<file path="src/verilog/hbsr_pkg.sv">
// Package of constants for the host bus style and reset front end.
package hbsr_pkg;

  // ------------------------------------------------------------------
  // Timing
  // ------------------------------------------------------------------
  localparam int unsigned CLK_PERIOD_NS   = 10;
  localparam int unsigned RESET_MIN_NS    = 40;
  localparam int unsigned RESET_MIN_CYCLES =
    (RESET_MIN_NS + CLK_PERIOD_NS - 1) / CLK_PERIOD_NS;
  localparam logic [2:0]  RESET_CNT_MAX   = 3'(RESET_MIN_CYCLES);

  // ------------------------------------------------------------------
  // Widths and reset values
  // ------------------------------------------------------------------
  localparam int unsigned DATA_W          = 8;
  localparam int unsigned ADDR_W          = 3;
  localparam logic [7:0]  DATA_RESET      = 8'h00;
  localparam logic [2:0]  ADDR_RESET      = 3'h0;
  localparam logic        TX_IDLE_LEVEL   = 1'b1;

  // ------------------------------------------------------------------
  // Bus access states
  // ------------------------------------------------------------------
  typedef enum logic [2:0] {
    HBSR_IDLE  = 3'b001,
    HBSR_READ  = 3'b010,
    HBSR_WRITE = 3'b100
  } hbsr_state_type;

endpackage

</file>
<file path="src/verilog/hbsr_front.sv">
// Host bus style select, reset polarity and power-save front end.
//
// Operation
// Style pin high: reset input active high.
// Style pin low: reset input active low.
// Reset of 40 ns defaults everything.
// During reset: transmit high, receive ignored.
// Strobe style: chip select with read/write strobes.
// Direction style: chip select and direction line.
// Direction style ignores the read strobe.
// Style chosen only by the select pin.
// Pump off by pin only while sleeping.
// Isolation in sleep cuts bus from core.
// Select high strobe style, low direction.
// Pump pin active high, needs oscillator stopped.
// Bus cycles framed by select and strobes.
// Reset applied early, released on one edge.
`timescale 1ns/100ps

module hbsr_front
  import hbsr_pkg::*;
(
  input  wire logic              clk_sys,
  input  wire logic              srst,
  input  wire logic              bus_style_sel,
  input  wire logic              reset_pin,
  input  wire logic              chip_select_n,
  input  wire logic              read_strobe_n,
  input  wire logic              write_strobe_n,
  input  wire logic              rw_dir,
  input  wire logic [ADDR_W-1:0] bus_addr,
  input  wire logic [DATA_W-1:0] bus_wdata,
  input  wire logic              sleep_state,
  input  wire logic              osc_stopped,
  input  wire logic              pump_autosleep_pin,
  input  wire logic              bus_isolate_request,
  input  wire logic              core_tx,
  input  wire logic              serial_rx,
  output logic                   core_reset,
  output logic                   core_wr_pulse,
  output logic                   core_rd_pulse,
  output logic      [ADDR_W-1:0] core_addr,
  output logic      [DATA_W-1:0] core_wdata,
  output logic                   serial_tx,
  output logic                   core_rx,
  output logic                   pump_enable,
  output logic                   bus_isolated
);

  // ------------------------------------------------------------------
  // Reset polarity and minimum pulse
  // ------------------------------------------------------------------
  logic       reset_active;
  logic [2:0] reset_cnt;
  logic       reset_hold;

  // The pin's meaning flips with the style select, so a style change alone
  // can look like a reset edge; that matches the pin's documented duality.
  assign reset_active = bus_style_sel ? reset_pin : ~reset_pin; // see see

  // A pulse is accepted only once it has been seen on RESET_MIN_CYCLES clock edges,
  // so glitches caught on fewer edges never disturb the core.
  always_ff @(posedge clk_sys) begin
    if (srst) begin
      reset_cnt <= 3'h0;
    end else if (!reset_active) begin
      reset_cnt <= 3'h0;
    end else if (reset_cnt != RESET_CNT_MAX) begin
      reset_cnt <= reset_cnt + 3'h1;
    end
  end

  assign reset_hold = srst | (reset_active && (reset_cnt == RESET_CNT_MAX - 3'h1 ||
                                               reset_cnt == RESET_CNT_MAX));

  // Reset is taken into one flip-flop and released on a single clock edge.
  always_ff @(posedge clk_sys) begin
    core_reset <= reset_hold; // see
  end

  // ------------------------------------------------------------------
  // Serial side during reset
  // ------------------------------------------------------------------
  always_ff @(posedge clk_sys) begin
    if (reset_hold) begin
      serial_tx <= TX_IDLE_LEVEL;
    end else begin
      serial_tx <= core_tx;
    end
  end

  // The receive pin is masked to its idle level rather than passed, so a line
  // that toggles through reset cannot leave a false start bit for the core.
  always_ff @(posedge clk_sys) begin
    if (reset_hold) begin
      core_rx <= TX_IDLE_LEVEL;
    end else begin
      core_rx <= serial_rx;
    end
  end

  // ------------------------------------------------------------------
  // Power: isolation and charge pump
  // ------------------------------------------------------------------
  logic isolate_now;
  logic pump_off_now;
  assign isolate_now  = bus_isolate_request & sleep_state;
  // The pump pin alone never stops the pump: an awake device keeps its
  // drivers powered whatever the pin does.
  assign pump_off_now = pump_autosleep_pin & sleep_state & osc_stopped; // see

  always_ff @(posedge clk_sys) begin
    if (reset_hold) begin
      bus_isolated <= 1'b0;
    end else begin
      bus_isolated <= isolate_now;
    end
  end

  always_ff @(posedge clk_sys) begin
    if (reset_hold) begin
      pump_enable <= 1'b1;
    end else begin
      pump_enable <= ~pump_off_now; // see
    end
  end

  // ------------------------------------------------------------------
  // Bus access decode
  // ------------------------------------------------------------------
  logic           rd_req;
  logic           wr_req;
  hbsr_state_type state;
  hbsr_state_type next_state;

  // Only the style pin picks the decode; the read strobe is never looked at
  // in direction style so a floating pin is harmless.
  always_comb begin
    if (bus_style_sel) begin
      rd_req = ~chip_select_n & ~read_strobe_n & write_strobe_n;  // see
      wr_req = ~chip_select_n & ~write_strobe_n & read_strobe_n;
    end else begin
      rd_req = ~chip_select_n & rw_dir;                           // see
      wr_req = ~chip_select_n & ~rw_dir;
    end
  end

  // Each access is framed by the select and strobe or direction levels; one pulse per
  // frame not begun while isolated, given at its start for reads and at its end for writes.
  always_comb begin
    next_state = state;
    case (state)
      HBSR_IDLE: begin
        if (isolate_now) begin
          next_state = HBSR_IDLE;
        end else if (rd_req) begin
          next_state = HBSR_READ;
        end else if (wr_req) begin
          next_state = HBSR_WRITE;
        end
      end
      HBSR_READ: begin
        if (!rd_req) begin
          next_state = HBSR_IDLE;
        end
      end
      HBSR_WRITE: begin
        if (!wr_req) begin
          next_state = HBSR_IDLE;
        end
      end
      default: begin
        next_state = HBSR_IDLE;
      end
    endcase
  end

  always_ff @(posedge clk_sys) begin
    if (reset_hold) begin
      state <= HBSR_IDLE;
    end else begin
      state <= next_state;
    end
  end

  // ------------------------------------------------------------------
  // Strobes and captured bus values
  // ------------------------------------------------------------------
  logic rd_start;
  logic wr_end;
  logic capture_now;
  assign rd_start    = (state == HBSR_IDLE) && (next_state == HBSR_READ);
  assign wr_end      = (state == HBSR_WRITE) && (next_state == HBSR_IDLE);
  assign capture_now = !isolate_now && (rd_req || wr_req);

  always_ff @(posedge clk_sys) begin
    if (reset_hold) begin
      core_rd_pulse <= 1'b0;
    end else begin
      core_rd_pulse <= rd_start;
    end
  end

  always_ff @(posedge clk_sys) begin
    if (reset_hold) begin
      core_wr_pulse <= 1'b0;
    end else begin
      core_wr_pulse <= wr_end;
    end
  end

  // Address and data stay frozen between frames and while isolated, so the
  // core sees the last accepted access, never idle bus noise.
  always_ff @(posedge clk_sys) begin
    if (reset_hold) begin
      core_addr <= ADDR_RESET;
    end else if (capture_now) begin
      core_addr <= bus_addr;
    end
  end

  always_ff @(posedge clk_sys) begin
    if (reset_hold) begin
      core_wdata <= DATA_RESET;
    end else if (capture_now) begin
      core_wdata <= bus_wdata;
    end
  end

endmodule

</file>
<file path="config.mk">
export PLATFORM = sky130hd
export DESIGN_NAME = hbsr_front
export DESIGN_NICKNAME = d
export VERILOG_FILES = /design/src/verilog/hbsr_pkg.sv /design/src/verilog/hbsr_front.sv
export SDC_FILE = /design/constraint.sdc
export NUM_CORES = 1
export LEC_CHECK = 0
export BUFFER_PORTS_ARGS = -buffer_cell sky130_fd_sc_hd__buf_2
export CAP_MARGIN = 20
export CELL_PAD_IN_SITES_DETAIL_PLACEMENT = 1
export CELL_PAD_IN_SITES_GLOBAL_PLACEMENT = 2
export CORE_ASPECT_RATIO = 0.75
export CORE_MARGIN = 1
export CORE_UTILIZATION = 24
export DETAILED_ROUTE_END_ITERATION = 8
export GPL_TIMING_DRIVEN = 0
export MAX_ROUTING_LAYER = met4
export PLACE_DENSITY = 0.71
export SLEW_MARGIN = 5
export SYNTH_ARGS = -nofsm -noshare
export SYNTH_HDL_FRONTEND = slang
export SYNTH_SLANG_ARGS = --single-unit
</file>
<file path="constraint.sdc">
create_clock -name clk_sys -period 1.6 [get_ports clk_sys]
set_input_delay 0.48 -clock clk_sys [delete_from_list [all_inputs] [get_ports clk_sys]]
set_output_delay 0.48 -clock clk_sys [all_outputs]
set_load 0.03 [all_outputs]
</file>
; Word-level counts from Yosys, hierarchy flattened
; Index checks and enable logic that the tools add are counted.
[classes]
addsub = 1
n_eq_ne = 8
mux = 9
bitwise = 17
n_reduce_logical = 8
[ops]
columns = operator, count
row1 = $mux 3, 5
row2 = $and 1x1->1, 9
row3 = $eq 3x2->1 const B, 3
row4 = $pmux 3 s3, 1
row5 = $not 1->1, 7
row6 = $eq 3x1->1 const B, 2
row7 = $eq 3x3->1 const B, 2
row8 = $logic_and 1x1->1, 4
row9 = $add 3x1->3 const B, 1
row10 = $mux 1, 3
row11 = $ne 3x3->1 const B, 1
row12 = $logic_or 1x1->1, 2
row13 = $reduce_or 2->1, 1
row14 = $logic_not 1->1, 1
row15 = $or 1x1->1, 1
[word_totals]
regBits = 24
inputBits = 25
output_inout_bits = 18

; Logic depth before layout (Yosys ltp)
; Gate-level depths: netlist of the first run.
[depth]
depth_word = 10
mapped_depth = 8

; Worst setup path after synthesis of the first run
; Ideal clock, no wire load.
[synth_path]
kind = register to register
start = register reset_cnt[0]
end = register state[2]
arrival_ns = 1.398
required_time_ns = 1.497
setup_slack_ns = 0.098
stages_incl_launch_ff = 8
n_path_buf = 0
period_less_slack_ns = 1.502
cell_sequence = dfxtp_1 -> inv_1 -> ha_1 -> nand2_1 -> o21ai_0 -> a21oi_4 -> inv_4 -> a2111oi_2
[synth_via]
elab_chain_cells = 4
[synth_lines]
columns = item, line
row1 = from (decl), hbsr_front.sv:54  ; logic [2:0] reset_cnt;
row2 = from (signal assigned), hbsr_front.sv:69  ; reset_cnt <= reset_cnt + 3'h1;
row3 = $eq 3x2->1 / $eq 3x3->1 (equally long branches), "hbsr_front.sv:73, hbsr_front.sv:74"
row4 = $logic_or 1x1->1 *, hbsr_front.sv:73  ; assign reset_hold = srst | (reset_active && (reset_cnt == RESET_CNT_MAX - 3'h1 ||
row5 = $logic_and 1x1->1 *, hbsr_front.sv:73
row6 = $or 1x1->1 *, hbsr_front.sv:73
row7 = to (signal assigned), hbsr_front.sv:182  ; state <= next_state;
row8 = to (decl), hbsr_front.sv:133  ; hbsr_state_type state;
; Every way passes the cells marked *; elsewhere a longest branch is shown, timed or not.
; A chain may end at the register's enable or synchronous reset.

; Final worst setup path of the first run
[layout_path]
start = register reset_cnt[0]
end = register core_rx
[layout_via]
elab_chain_cells = 4
[layout_lines]
columns = item, line
row1 = $eq 3x2->1 / $eq 3x3->1 (equally long branches), "hbsr_front.sv:73, hbsr_front.sv:74"
row2 = $logic_or 1x1->1 *, hbsr_front.sv:73
row3 = $logic_and 1x1->1 *, hbsr_front.sv:73
row4 = $or 1x1->1 *, hbsr_front.sv:73
row5 = to (signal assigned), hbsr_front.sv:98  ; core_rx <= serial_rx;
row6 = to (decl), hbsr_front.sv:45  ; output logic core_rx,
; Marks and branches as above.

==> results of run 1 <==
==> state kept, by name, indices dropped and copies added (netlist names), 3 cells and up <==
name and flops:
core_addr 3, core_wdata 8, reset_cnt 3, state 3
==> logic make-up after synthesis <==
group	share of synthesized area, %
DFF	47.3
buffers and inverters	3.94
AOI/OAI and AO/OA	11.9
adders and majority gates	2.46
and+or+nand+nor	20.9
muxes	10.8
xor gates and xnor gates	2.59
==> layout make-up <==
| type | instances | area (um2) |
|---|---|---|
| multi-input cells | 65 | 502 |
| clock buffers | 3 | 41.3 |
| fillers | 501 | 2670 |
| repair buffers | 43 | 218 |
| plain buffers | 2 | 22.5 |
| inverters | 4 | 17.5 |
| well taps | 55 | 68.8 |
| flip-flops and latches | 24 | 483 |
| clock inverters | 1 | 30.0 |
==> cell usage in the layout (no fill, tap or decap), drive strengths merged, types with 2 or more instances in the layout <==
cell type	n
mux2i	11
buf	45
o21ai	2
dfxtp	24
clkbuf	3
a21oi	3
a2111oi	2
nor3b	2
inv	4
nand2b	5
nand3b	2
ha	2
xnor2	3
nor2	17
nand2	5
==> repair_timing <==
item	4_1_cts	5_1_grt
setup endpoints to repair	13	13
pin swaps	1	1
hold endpoints to repair	0	0
setup buffers	1	0
resized for setup	1	4
==> stage by stage <==
stage | hold WS (ns) | cell area (um2)
after global placement | 0.473 | 1290
after floorplan | 0.460 | 1020
after global routing | 0.393 | 1380
final | 0.390 | 1380
after detailed placement | 0.485 | 1290
after CTS | 0.385 | 1370
==> synthesized netlist by cell type, types with 2 or more instances <==
cell	count	area share (%)
xnor2_1	3	2.6
nand2_1	5	1.8
nor2_2	6	3.7
nor2_1	11	4.1
nor3b_1	2	1.5
dfxtp_1	24	47
ha_1	2	2.5
inv_1	3	1.1
o21ai_0	2	0.99
nand2b_1	5	3.1
mux2i_1	11	11
buf_6	2	2.2
nand3b_1	2	1.5
==> worst reg2reg max path, cell delays in order, from the launching register on <==
cell     delay [ns]
dfxtp_2        0.35
inv_1          0.05
ha_1           0.22
nand2_2        0.12
o21ai_2        0.08
a21oi_4        0.20
buf_4          0.15
or2b_1         0.22
==> where the power goes <==
part	internal [mW]	switching [mW]
Sequential	0.631	0.0199
Combinational	0.103	0.146
Clock	0.335	0.200
==> metal layers <==
layer,vias up,routed length (um)
met5,-,0
met4,0,43
met3,4,57
met2,14,1050
met1,395,1070
li1,418,-
==> how the worst min path moves through the flow <==
stage / startpoint / end / depth (start not counted) / slack [ns]
3_5_place_dp: core_wdata[5] / core_wdata[5] / 2 / 0.48
4_1_cts: core_tx / serial_tx / 2 / 0.39
2_1_floorplan: reset_cnt[1] / reset_cnt[1] / 2 / 0.46
6_report: core_tx / serial_tx / 2 / 0.39
5_1_grt: core_tx / serial_tx / 2 / 0.39
3_3_place_gp: core_wdata[2] / core_wdata[2] / 2 / 0.47
==> results.md, run 1 <==
- Status: finished, final reports clean
- Clock Skews: 0.00426 ns
- Cts bufs inserted: 3
- CTS H-tree depth: 1
- Startpoint types: register
- Syn Area/Cell: 10.7 um2
- Clock latency on the worst-skew pair: 0.27 ns
- DP Cell Count: 192
- Max_cap viols: 0
- Sequential fraction of the synthesis area: 47.3%
- Stages on the worst setup path: 7
- CP max FO: 3
- Crit Path Category: reg -> reg
- Largest net degree at the start of global routing: 15
- Layout Cells excl Fill: 197
- Maximum clock frequency: 0.674 GHz
- Most used DFF post-synth: dfxtp_1
- Slew Limit Headroom: 75.7%
- Via-to-Cell Ratio: 4.22
- Row count: 20
- IO buf count: 42
- Final slew viol count: 0
- Least-Margin Pin Slew: 0.364 ns
- VDD IR max: 0.384 mV
- Vias: 831
- WP data required: 1.76 ns
- Setup WS post-layout: 0.117 ns
- Avg WL per Cell: 11.2 um
- DIE WIDTH: 77.1 um
- Routability congestion estimate: 0.701
- Flops & latches, synth: 24
- PwrDens: 1040 nW/um2
- Number of global-route vias before repair: 846
- CP max stage cell: dfxtp_2
- WP data arrival: 1.65 ns
- Overall routed net length: 2220 um
- Tot Pwr: 1.43 mW
- 1st-iter DRT viols: 23
- Setup violators final: 0
- Crit Reg-Reg Endpoint: core_rx
- Flop2flop setup slack: 0.12 ns
- GRT met2 Usage: 18.2%
- # diodes: 0
- Async S/R FF share, synth: 0%
- Layout cell share with drive strength beyond 1: 45.8%
- Gr busiest metal: met2
- TNS Setup: 0 ns
- CP endpoint kind: register
- CP Capture Point: core_rx
- Post-Synthesis Cells: 95
- CTS tree: yes
- Lkg Pwr: 0.609 nW
- GRT Residual Overflow: 0
- Tcrit/Tclk final: 92.7%
- Pre-CTS WS: -0.164 ns
- CTS clk-pin slew, worst paths: 0.08 ns
- Worst reg2reg path depth: 7
- Final nets: 170
- First-pass GRT wire length: 3780 um
- Initial Util: 25.1%
- Post-Syn Area: 1020 um2
- Core area: 4050 um2
- Grt met3 use: 1.09%
- Die H: 58.3 um
- EDFF count, synth: 0
- Post-route ant nets: 0
- Endpoints failing hold: 0
- Die ar.: 4500 um2
- Critical path buffers and inverters: 2
- Total of warnings raised by yosys: 0
- I/O pin total: 43
- Antenna violations before repair: 0
- Met1 GRT Util: 13.2%
- Detail Placement HPWL: 1780 um
- Root Buffer: clkbuf_8
- Cts hold-fix bufs: 0
- Syn_nets: 122
- First-pass iteration count of the detailed router: 3
- Clock Sinks: 24
- Area Overhead vs Synth: 36.1%
- Top delay family on crit path: flip-flops
- Crit Reg-Reg Startpoint: reset_cnt[0]
- Final min period: 1.48 ns
- Total track usage: 10.9%
- Final Util: 34.1%
- Max clock buf depth: 2
- Netlist cell types: 30
- Worst Hold Class: in -> reg
- Crit path launch: reset_cnt[0]
- DRC: 0
- RSZ-0062 raised after global routing: no
- Max stage delay on crit path: 0.35 ns
- Crit-path cells: inv_1 -> ha_1 -> nand2_2 -> o21ai_2 -> a21oi_4 -> buf_4 -> or2b_1
Note: power is estimated with default switching activity, not from simulation.
==> run 2, diff against run 1 <==
- PLACE_DENSITY: 0.71 -> default
- PLACE_DENSITY_LB_ADDON: default -> 0.1
==> run 2 against run 1 <==
Compared with the run above: critical path depth unchanged; first-iteration DRC count fell by 78%; wire length up 2.2%; cell count up 0.51%; count of clock-buffer cells in the layout stayed put; via count down 0.48%; worst setup slack improved by 0.018 ns; non-clock buffer count rose by 1; core utilization is 0.43 points higher; critical path type unchanged; critical endpoint unchanged.
==> results.md, run 2 (synthesis gave the netlist of run 1 again) <==
- Clock Skews: 0.00268 ns (-0.00158 ns)
- Max clock buf depth: 2 (unchanged)
- CTS clk-pin slew, worst paths: 0.08 ns (about the same)
- VDD IR max: 0.366 mV (-4.7%)
- Crit Path Category: reg -> reg
- Final slew viol count: 0 (unchanged)
- Avg WL per Cell: 11.4 um (+1.7%)
- IO buf count: 42 (unchanged)
- Internal power: 1.07 mW (+0.32%)
- Crit-path cells: inv_1 -> ha_2 -> nand2_2 -> o21ai_1 -> a21oi_4 -> buf_4 -> or2b_1
- Tcrit/Tclk final: 91.5% (-1.1 points)
- WP data arrival: 1.62 ns (-0.03 ns)
- Total track usage: 11.3% (+0.49 points)
- 1st-iter DRT viols: 5 (-78%)
- Largest register FFs: 8 (unchanged)
- Met1 GRT Util: 12.4% (-0.79 points)
- Worst Hold Class: in -> reg
- WHS Path Cells: 2 (unchanged)
- Final nets: 171 (+0.59%)
- Sw Share: 25.4% (-0.11 points)
- Share of power burned in registers: 45.3% (about the same)
- P_sw: 0.365 mW (-0.27%)
- Initial Util: 25.1% (unchanged)
- Gr busiest metal: met2
- Cts hold-fix bufs: 0 (unchanged)
- Endpoints failing hold: 0 (unchanged)
- CP max stage cell: dfxtp_2
- Die ar.: 4500 um2 (unchanged)
- Max_cap viols: 0 (unchanged)
- Slew Limit Headroom: 75.4% (-0.28 points)
- Startpoint types: register
- Setup violators final: 0 (unchanged)
- # fillers: 498 (-0.60%)
- Area Overhead vs Synth: 37.8%
- TNS Setup: 0 ns (unchanged)
- DRC: 0 (unchanged)
- Least-Margin Pin Slew: 0.368 ns (+0.00346 ns)
- Most frequent cells in the layout: buf_2, dfxtp_1, nor2_1, mux2i_1, nor2_2
- Clock latency on the worst-skew pair: 0.26 ns (about the same)
- Tot Pwr: 1.44 mW (+0.17%)
- Most common cell after layout, fill and taps aside: buf_2
- Post-route ant nets: 0 (unchanged)
- Routability congestion estimate: 0.715 (+2.1%)
- Maximum clock frequency: 0.683 GHz (+1.2%)
- Largest net degree at the start of global routing: 15 (unchanged)
- First-pass GRT wire length: 3860 um (+2.0%)
- Top reg by flops: core_wdata
- CTS H-tree depth: 1 (unchanged)
- Number of global-route vias before repair: 836 (-1.2%)
- CP endpoint kind: register
- Pre-CTS WS: -0.144 ns (+0.0206 ns)
- Via-to-Cell Ratio: 4.18 (-0.98%)
- Max stage delay on crit path: 0.36 ns (about the same)
- Vias: 827 (-0.48%)
- Row count: 20 (unchanged)
- GRT met2 Usage: 20.0% (+1.8 points)
- Logic gate share of total power: 17.8% (+0.5 points)
- DIE WIDTH: 77.1 um (unchanged)
- Lkg Pwr: 0.611 nW (+0.31%)
- WP data required: 1.76 ns (about the same)
- CP max FO: 3 (unchanged)
- Grt met3 use: 3.72% (+2.6 points)
- Cts bufs inserted: 3 (unchanged)
- # diodes: 0 (unchanged)
- Worst reg2reg path depth: 7 (unchanged)
- Clk pwr share: 36.9% (-0.4 points)
- RSZ-0062 raised after global routing: no
- I/O pin total: 43 (unchanged)
- Clock Sinks: 24 (unchanged)
- Root Buffer: clkbuf_8
- Core area: 4050 um2 (unchanged)
- Layout cell share with drive strength beyond 1: 45.5% (-0.32 points)
- Final min period: 1.46 ns (-0.0183 ns)
- Die H: 58.3 um (unchanged)
- PwrDens: 1030 nW/um2 (-1.1%)
- CTS tree: yes
- Final Util: 34.5% (+0.43 points)
- GRT Residual Overflow: 0 (unchanged)
- Detail Placement HPWL: 1740 um (-2.1%)
- Setup WS post-layout: 0.136 ns (+0.0183 ns)
- First-pass iteration count of the detailed router: 4 (+1)
- Antenna violations before repair: 0 (unchanged)
- Status: finished, final reports clean
- Overall routed net length: 2260 um (+2.2%)
run 2: metal layers:
metal,wire length (um),vias up
li1,-,419
met1,999,395
met2,1170,11
met3,84,2
met4,9,0
met5,0,-
run 2: final timing paths:
check | from | end | slack (ns)
setup / recovery | reset_cnt[0] | core_rx | 0.14
hold / removal | serial_rx | core_rx | 0.40
setup reg to reg | reset_cnt[0] | core_rx | 0.14
hold reg to reg | core_wdata[7] | core_wdata[7] | 0.50
run 2: power groups by stage:
stage / sequential [mW] / clock (mW) / combinational, mW
after floorplan: 0.711 / 0 / 0.118
after global placement: 0.663 / 0 / 0.244
after detailed placement: 0.665 / 0 / 0.249
after CTS: 0.651 / 0.555 / 0.252
after global routing: 0.655 / 0.584 / 0.280
final: 0.651 / 0.531 / 0.255
run 2: critical path: cells and delay by family (launching register included):
family                     cells  cell delay (ns)
AOI/OAI and AO/OA              2             0.30
adders and majority gates      1             0.20
buffers and inverters          2             0.18
DFF                            1             0.36
and+or+nand+nor                2             0.31
run 2: final cells by class:
cell class              count  area [um2]  area share [%]
repair buffers             44         225            16.1
clock inverters             1        30.0            2.14
clock buffers               3        41.3            2.95
plain buffers               2        22.5            1.61
well taps                  55        68.8            4.92
multi-input cells          65         513            36.6
flip-flops and latches     24         482            34.4
inverters                   4        17.5            1.25
run 2: what timing repair did:
action                     CTS  global route
gates resized for setup      1             4
pin swaps                    1             1
setup endpoints to repair   14            15
buffers inserted             1             1
run 2: stage by stage:
step	instances	cell area [um2]	hold WS, ns
after floorplan	95	1020	0.460
final	198	1400	0.403
after global placement	192	1290	0.472
after global routing	198	1400	0.392
after detailed placement	192	1290	0.484
after CTS	197	1380	0.395
==> run 3, diff against run 2 <==
- BUFFER_PORTS_ARGS: -buffer_cell sky130_fd_sc_hd__buf_2 -> default
- CORE_UTILIZATION: 24 -> 32
- DONT_BUFFER_PORTS: default -> 1
==> run 3 against run 2 <==
Compared with the run above: wire length is 7.6% lower; global-route usage is 2.3 points higher; non-clock buffer count is 41 lower; first-iteration DRC count grew to 3.0 times the previous value; critical path type unchanged; critical endpoint unchanged.
==> results.md, run 3 (synthesis gave the netlist of run 1 again) <==
- Status: finished, final reports clean
- Register area: 483 um2 (+0.26%)
- Antenna violations before repair: 0 (unchanged)
- Worst Hold Class: in -> reg
- Layout cell share with drive strength beyond 1: 24.5% (-21 points)
- Post-route cell area: 1180 um2 (-16%)
- Most frequent cells in the layout: dfxtp_1, nor2_1, mux2i_1
- Tcrit/Tclk final: 95.1% (+3.6 points)
- Largest register FFs: 8 (unchanged)
- CP max FO: 3 (unchanged)
- Slew Limit Headroom: 74.9% (-0.53 points)
- First-pass GRT wire length: 3260 um (-16%)
- Crit Reg-Reg Startpoint: reset_cnt[0]
- Initial Util: 34.1% (+9.1 points)
- VDD IR max: 0.724 mV (+98%)
- Core area: 2980 um2 (-27%)
- Total track usage: 13.6% (+2.3 points)
- Final slew viol count: 0 (unchanged)
- Startpoint types: register
- GRT Residual Overflow: 0 (unchanged)
- WHS Path Cells: 1 (-1)
- # fillers: 341 (-32%)
- Post-route ant nets: 0 (unchanged)
- Vias: 665 (-20%)
- Die H: 50.8 um (-13%)
- Critical path buffers and inverters: 2 (unchanged)
- WP data required: 1.77 ns (about the same)
- Die ar.: 3410 um2 (-24%)
- # diodes: 0 (unchanged)
- Least-Margin Pin Slew: 0.376 ns (+0.00865 ns)
- Routability congestion estimate: 0.707 (-1.1%)
- Root Buffer: clkbuf_8
- Most common cell after layout, fill and taps aside: dfxtp_1
- CTS tree: yes
- Clock Skews: 0.00684 ns (+0.00416 ns)
- CTS H-tree depth: 1 (unchanged)
- Max clock buf depth: 2 (unchanged)
- Row count: 17 (-15%)
- First-pass iteration count of the detailed router: 3 (-1)
- Cts bufs inserted: 3 (unchanged)
- Hold EP: pump_enable
- Met3 WL post-DR: 108 um (+29%)
- Top layer reached by signal wires: met4
- WL met1: 999 um (unchanged)
- Top delay family on crit path: flip-flops
- Placed cell areas: 1060 um2 (-18%)
- Top reg by flops: core_wdata
- Maximum clock frequency: 0.657 GHz (-3.7%)
- CP max stage cell: dfxtp_2
- Hold_sp: sleep_state
- Endpoints failing hold: 0 (unchanged)
- TNS Setup: 0 ns (unchanged)
- Overall routed net length: 2090 um (-7.6%)
- Flop2flop setup slack: 0.08 ns (-0.06 ns)
- DIE WIDTH: 67.1 um (-13%)
- Setup WS post-layout: 0.0785 ns (-0.0570 ns)
- Final nets: 130 (-24%)
- Crit-path cells: inv_1 -> ha_1 -> nand2_2 -> o21ai_2 -> a21oi_4 -> buf_4 -> or2b_1
- Tot Pwr: 1.39 mW (-3.5%)
- Cts hold-fix bufs: 0 (unchanged)
- DRC: 0 (unchanged)
- WL met2: 977 um (-16%)
- WP data arrival: 1.69 ns (+0.07 ns)
- Worst reg2reg path depth: 7 (unchanged)
- PwrDens: 1180 nW/um2 (+15%)
- IO buf count: 0 (-100%)
- Via-to-Cell Ratio: 4.75 (+14%)
- CP endpoint kind: register
- Crit Reg-Reg Endpoint: core_rx
- Lkg Pwr: 0.438 nW (-28%)
- Area Overhead vs Synth: 16.0%
- Final min period: 1.52 ns (+0.0570 ns)
- Setup violators final: 0 (unchanged)
- Crit Path Category: reg -> reg
- Clock Sinks: 24 (unchanged)
- 1st-iter DRT viols: 15 (+10)
- Avg WL per Cell: 14.9 um (+31%)
- Max_cap viols: 0 (unchanged)
- I/O pin total: 43 (unchanged)
- Number of global-route vias before repair: 659 (-21%)
- Area of the multi-input gates: 514 um2 (+0.24%)
- Largest net degree at the start of global routing: 15 (unchanged)
- Detail Placement HPWL: 1500 um (-14%)
- Hold Slack: 0.295 ns (-0.107 ns)
- Clock latency on the worst-skew pair: 0.27 ns (about the same)
- Max stage delay on crit path: 0.36 ns (about the same)
- CTS clk-pin slew, worst paths: 0.09 ns (about the same)
- Pre-CTS WS: -0.140 ns (+0.00415 ns)
[run 3: changes by cell type in the layout (fill, tap and decap cells not counted)]
cell / change
buf_2: -42
buf_4: +1
dfxtp_1: -1
dfxtp_2: +1
ha_1: +1
ha_2: -1
o21ai_1: -1
o21ai_2: +1
[run 3: final cells by class]
class,instances,share of cell area (%)
Multi-Input combinational cell,65,43.6
Inverter,4,1.49
Timing Repair Buffer,3,1.91
Buffer,2,1.91
Clock buffer,3,3.50
Sequential cell,24,41.0
Clock inverter,1,2.55
Tap cell,38,4.03
[run 3: stage by stage]
| step | std cells | utilization (%) |
|---|---|---|
| 4_1_cts | 139 | 38.7 |
| 6_report | 140 | 39.6 |
| 2_1_floorplan | 95 | - |
| 5_1_grt | 140 | 39.6 |
| 3_5_place_dp | 133 | 35.7 |
| 3_3_place_gp | 133 | 35.7 |
[run 3: worst max-delay path by stage]
stage                       startpoint     endpoint  cells after the start
after floorplan           reset_cnt[0]     state[2]                      7
after global placement    reset_cnt[0]     state[2]                      7
after detailed placement  reset_cnt[0]     state[2]                      7
after CTS                 reset_cnt[1]     state[2]                      7
after global routing      reset_cnt[0]  pump_enable                      8
final                     reset_cnt[0]      core_rx                      7
[run 3: what timing repair did]
action	CTS	global route
setup buffers	2	1
gates resized for setup	2	4
pin swaps	1	1
endpoints found under the setup margin	15	13
[run 3: where the power goes]
part | total [mW] | switching, mW | internal, mW
Clock | 0.534 | 0.199 | 0.334
Sequential | 0.706 | 0.0743 | 0.631
Combinational | 0.147 | 0.0762 | 0.0713
Total | 1.39 | 0.350 | 1.04
[run 3: metal layers]
layer | track usage (%) | up-vias
met5 | - | -
met4 | 2.13 | 0
met3 | 5.91 | 2
met2 | 21.0 | 16
met1 | 16.6 | 308
li1 | - | 339
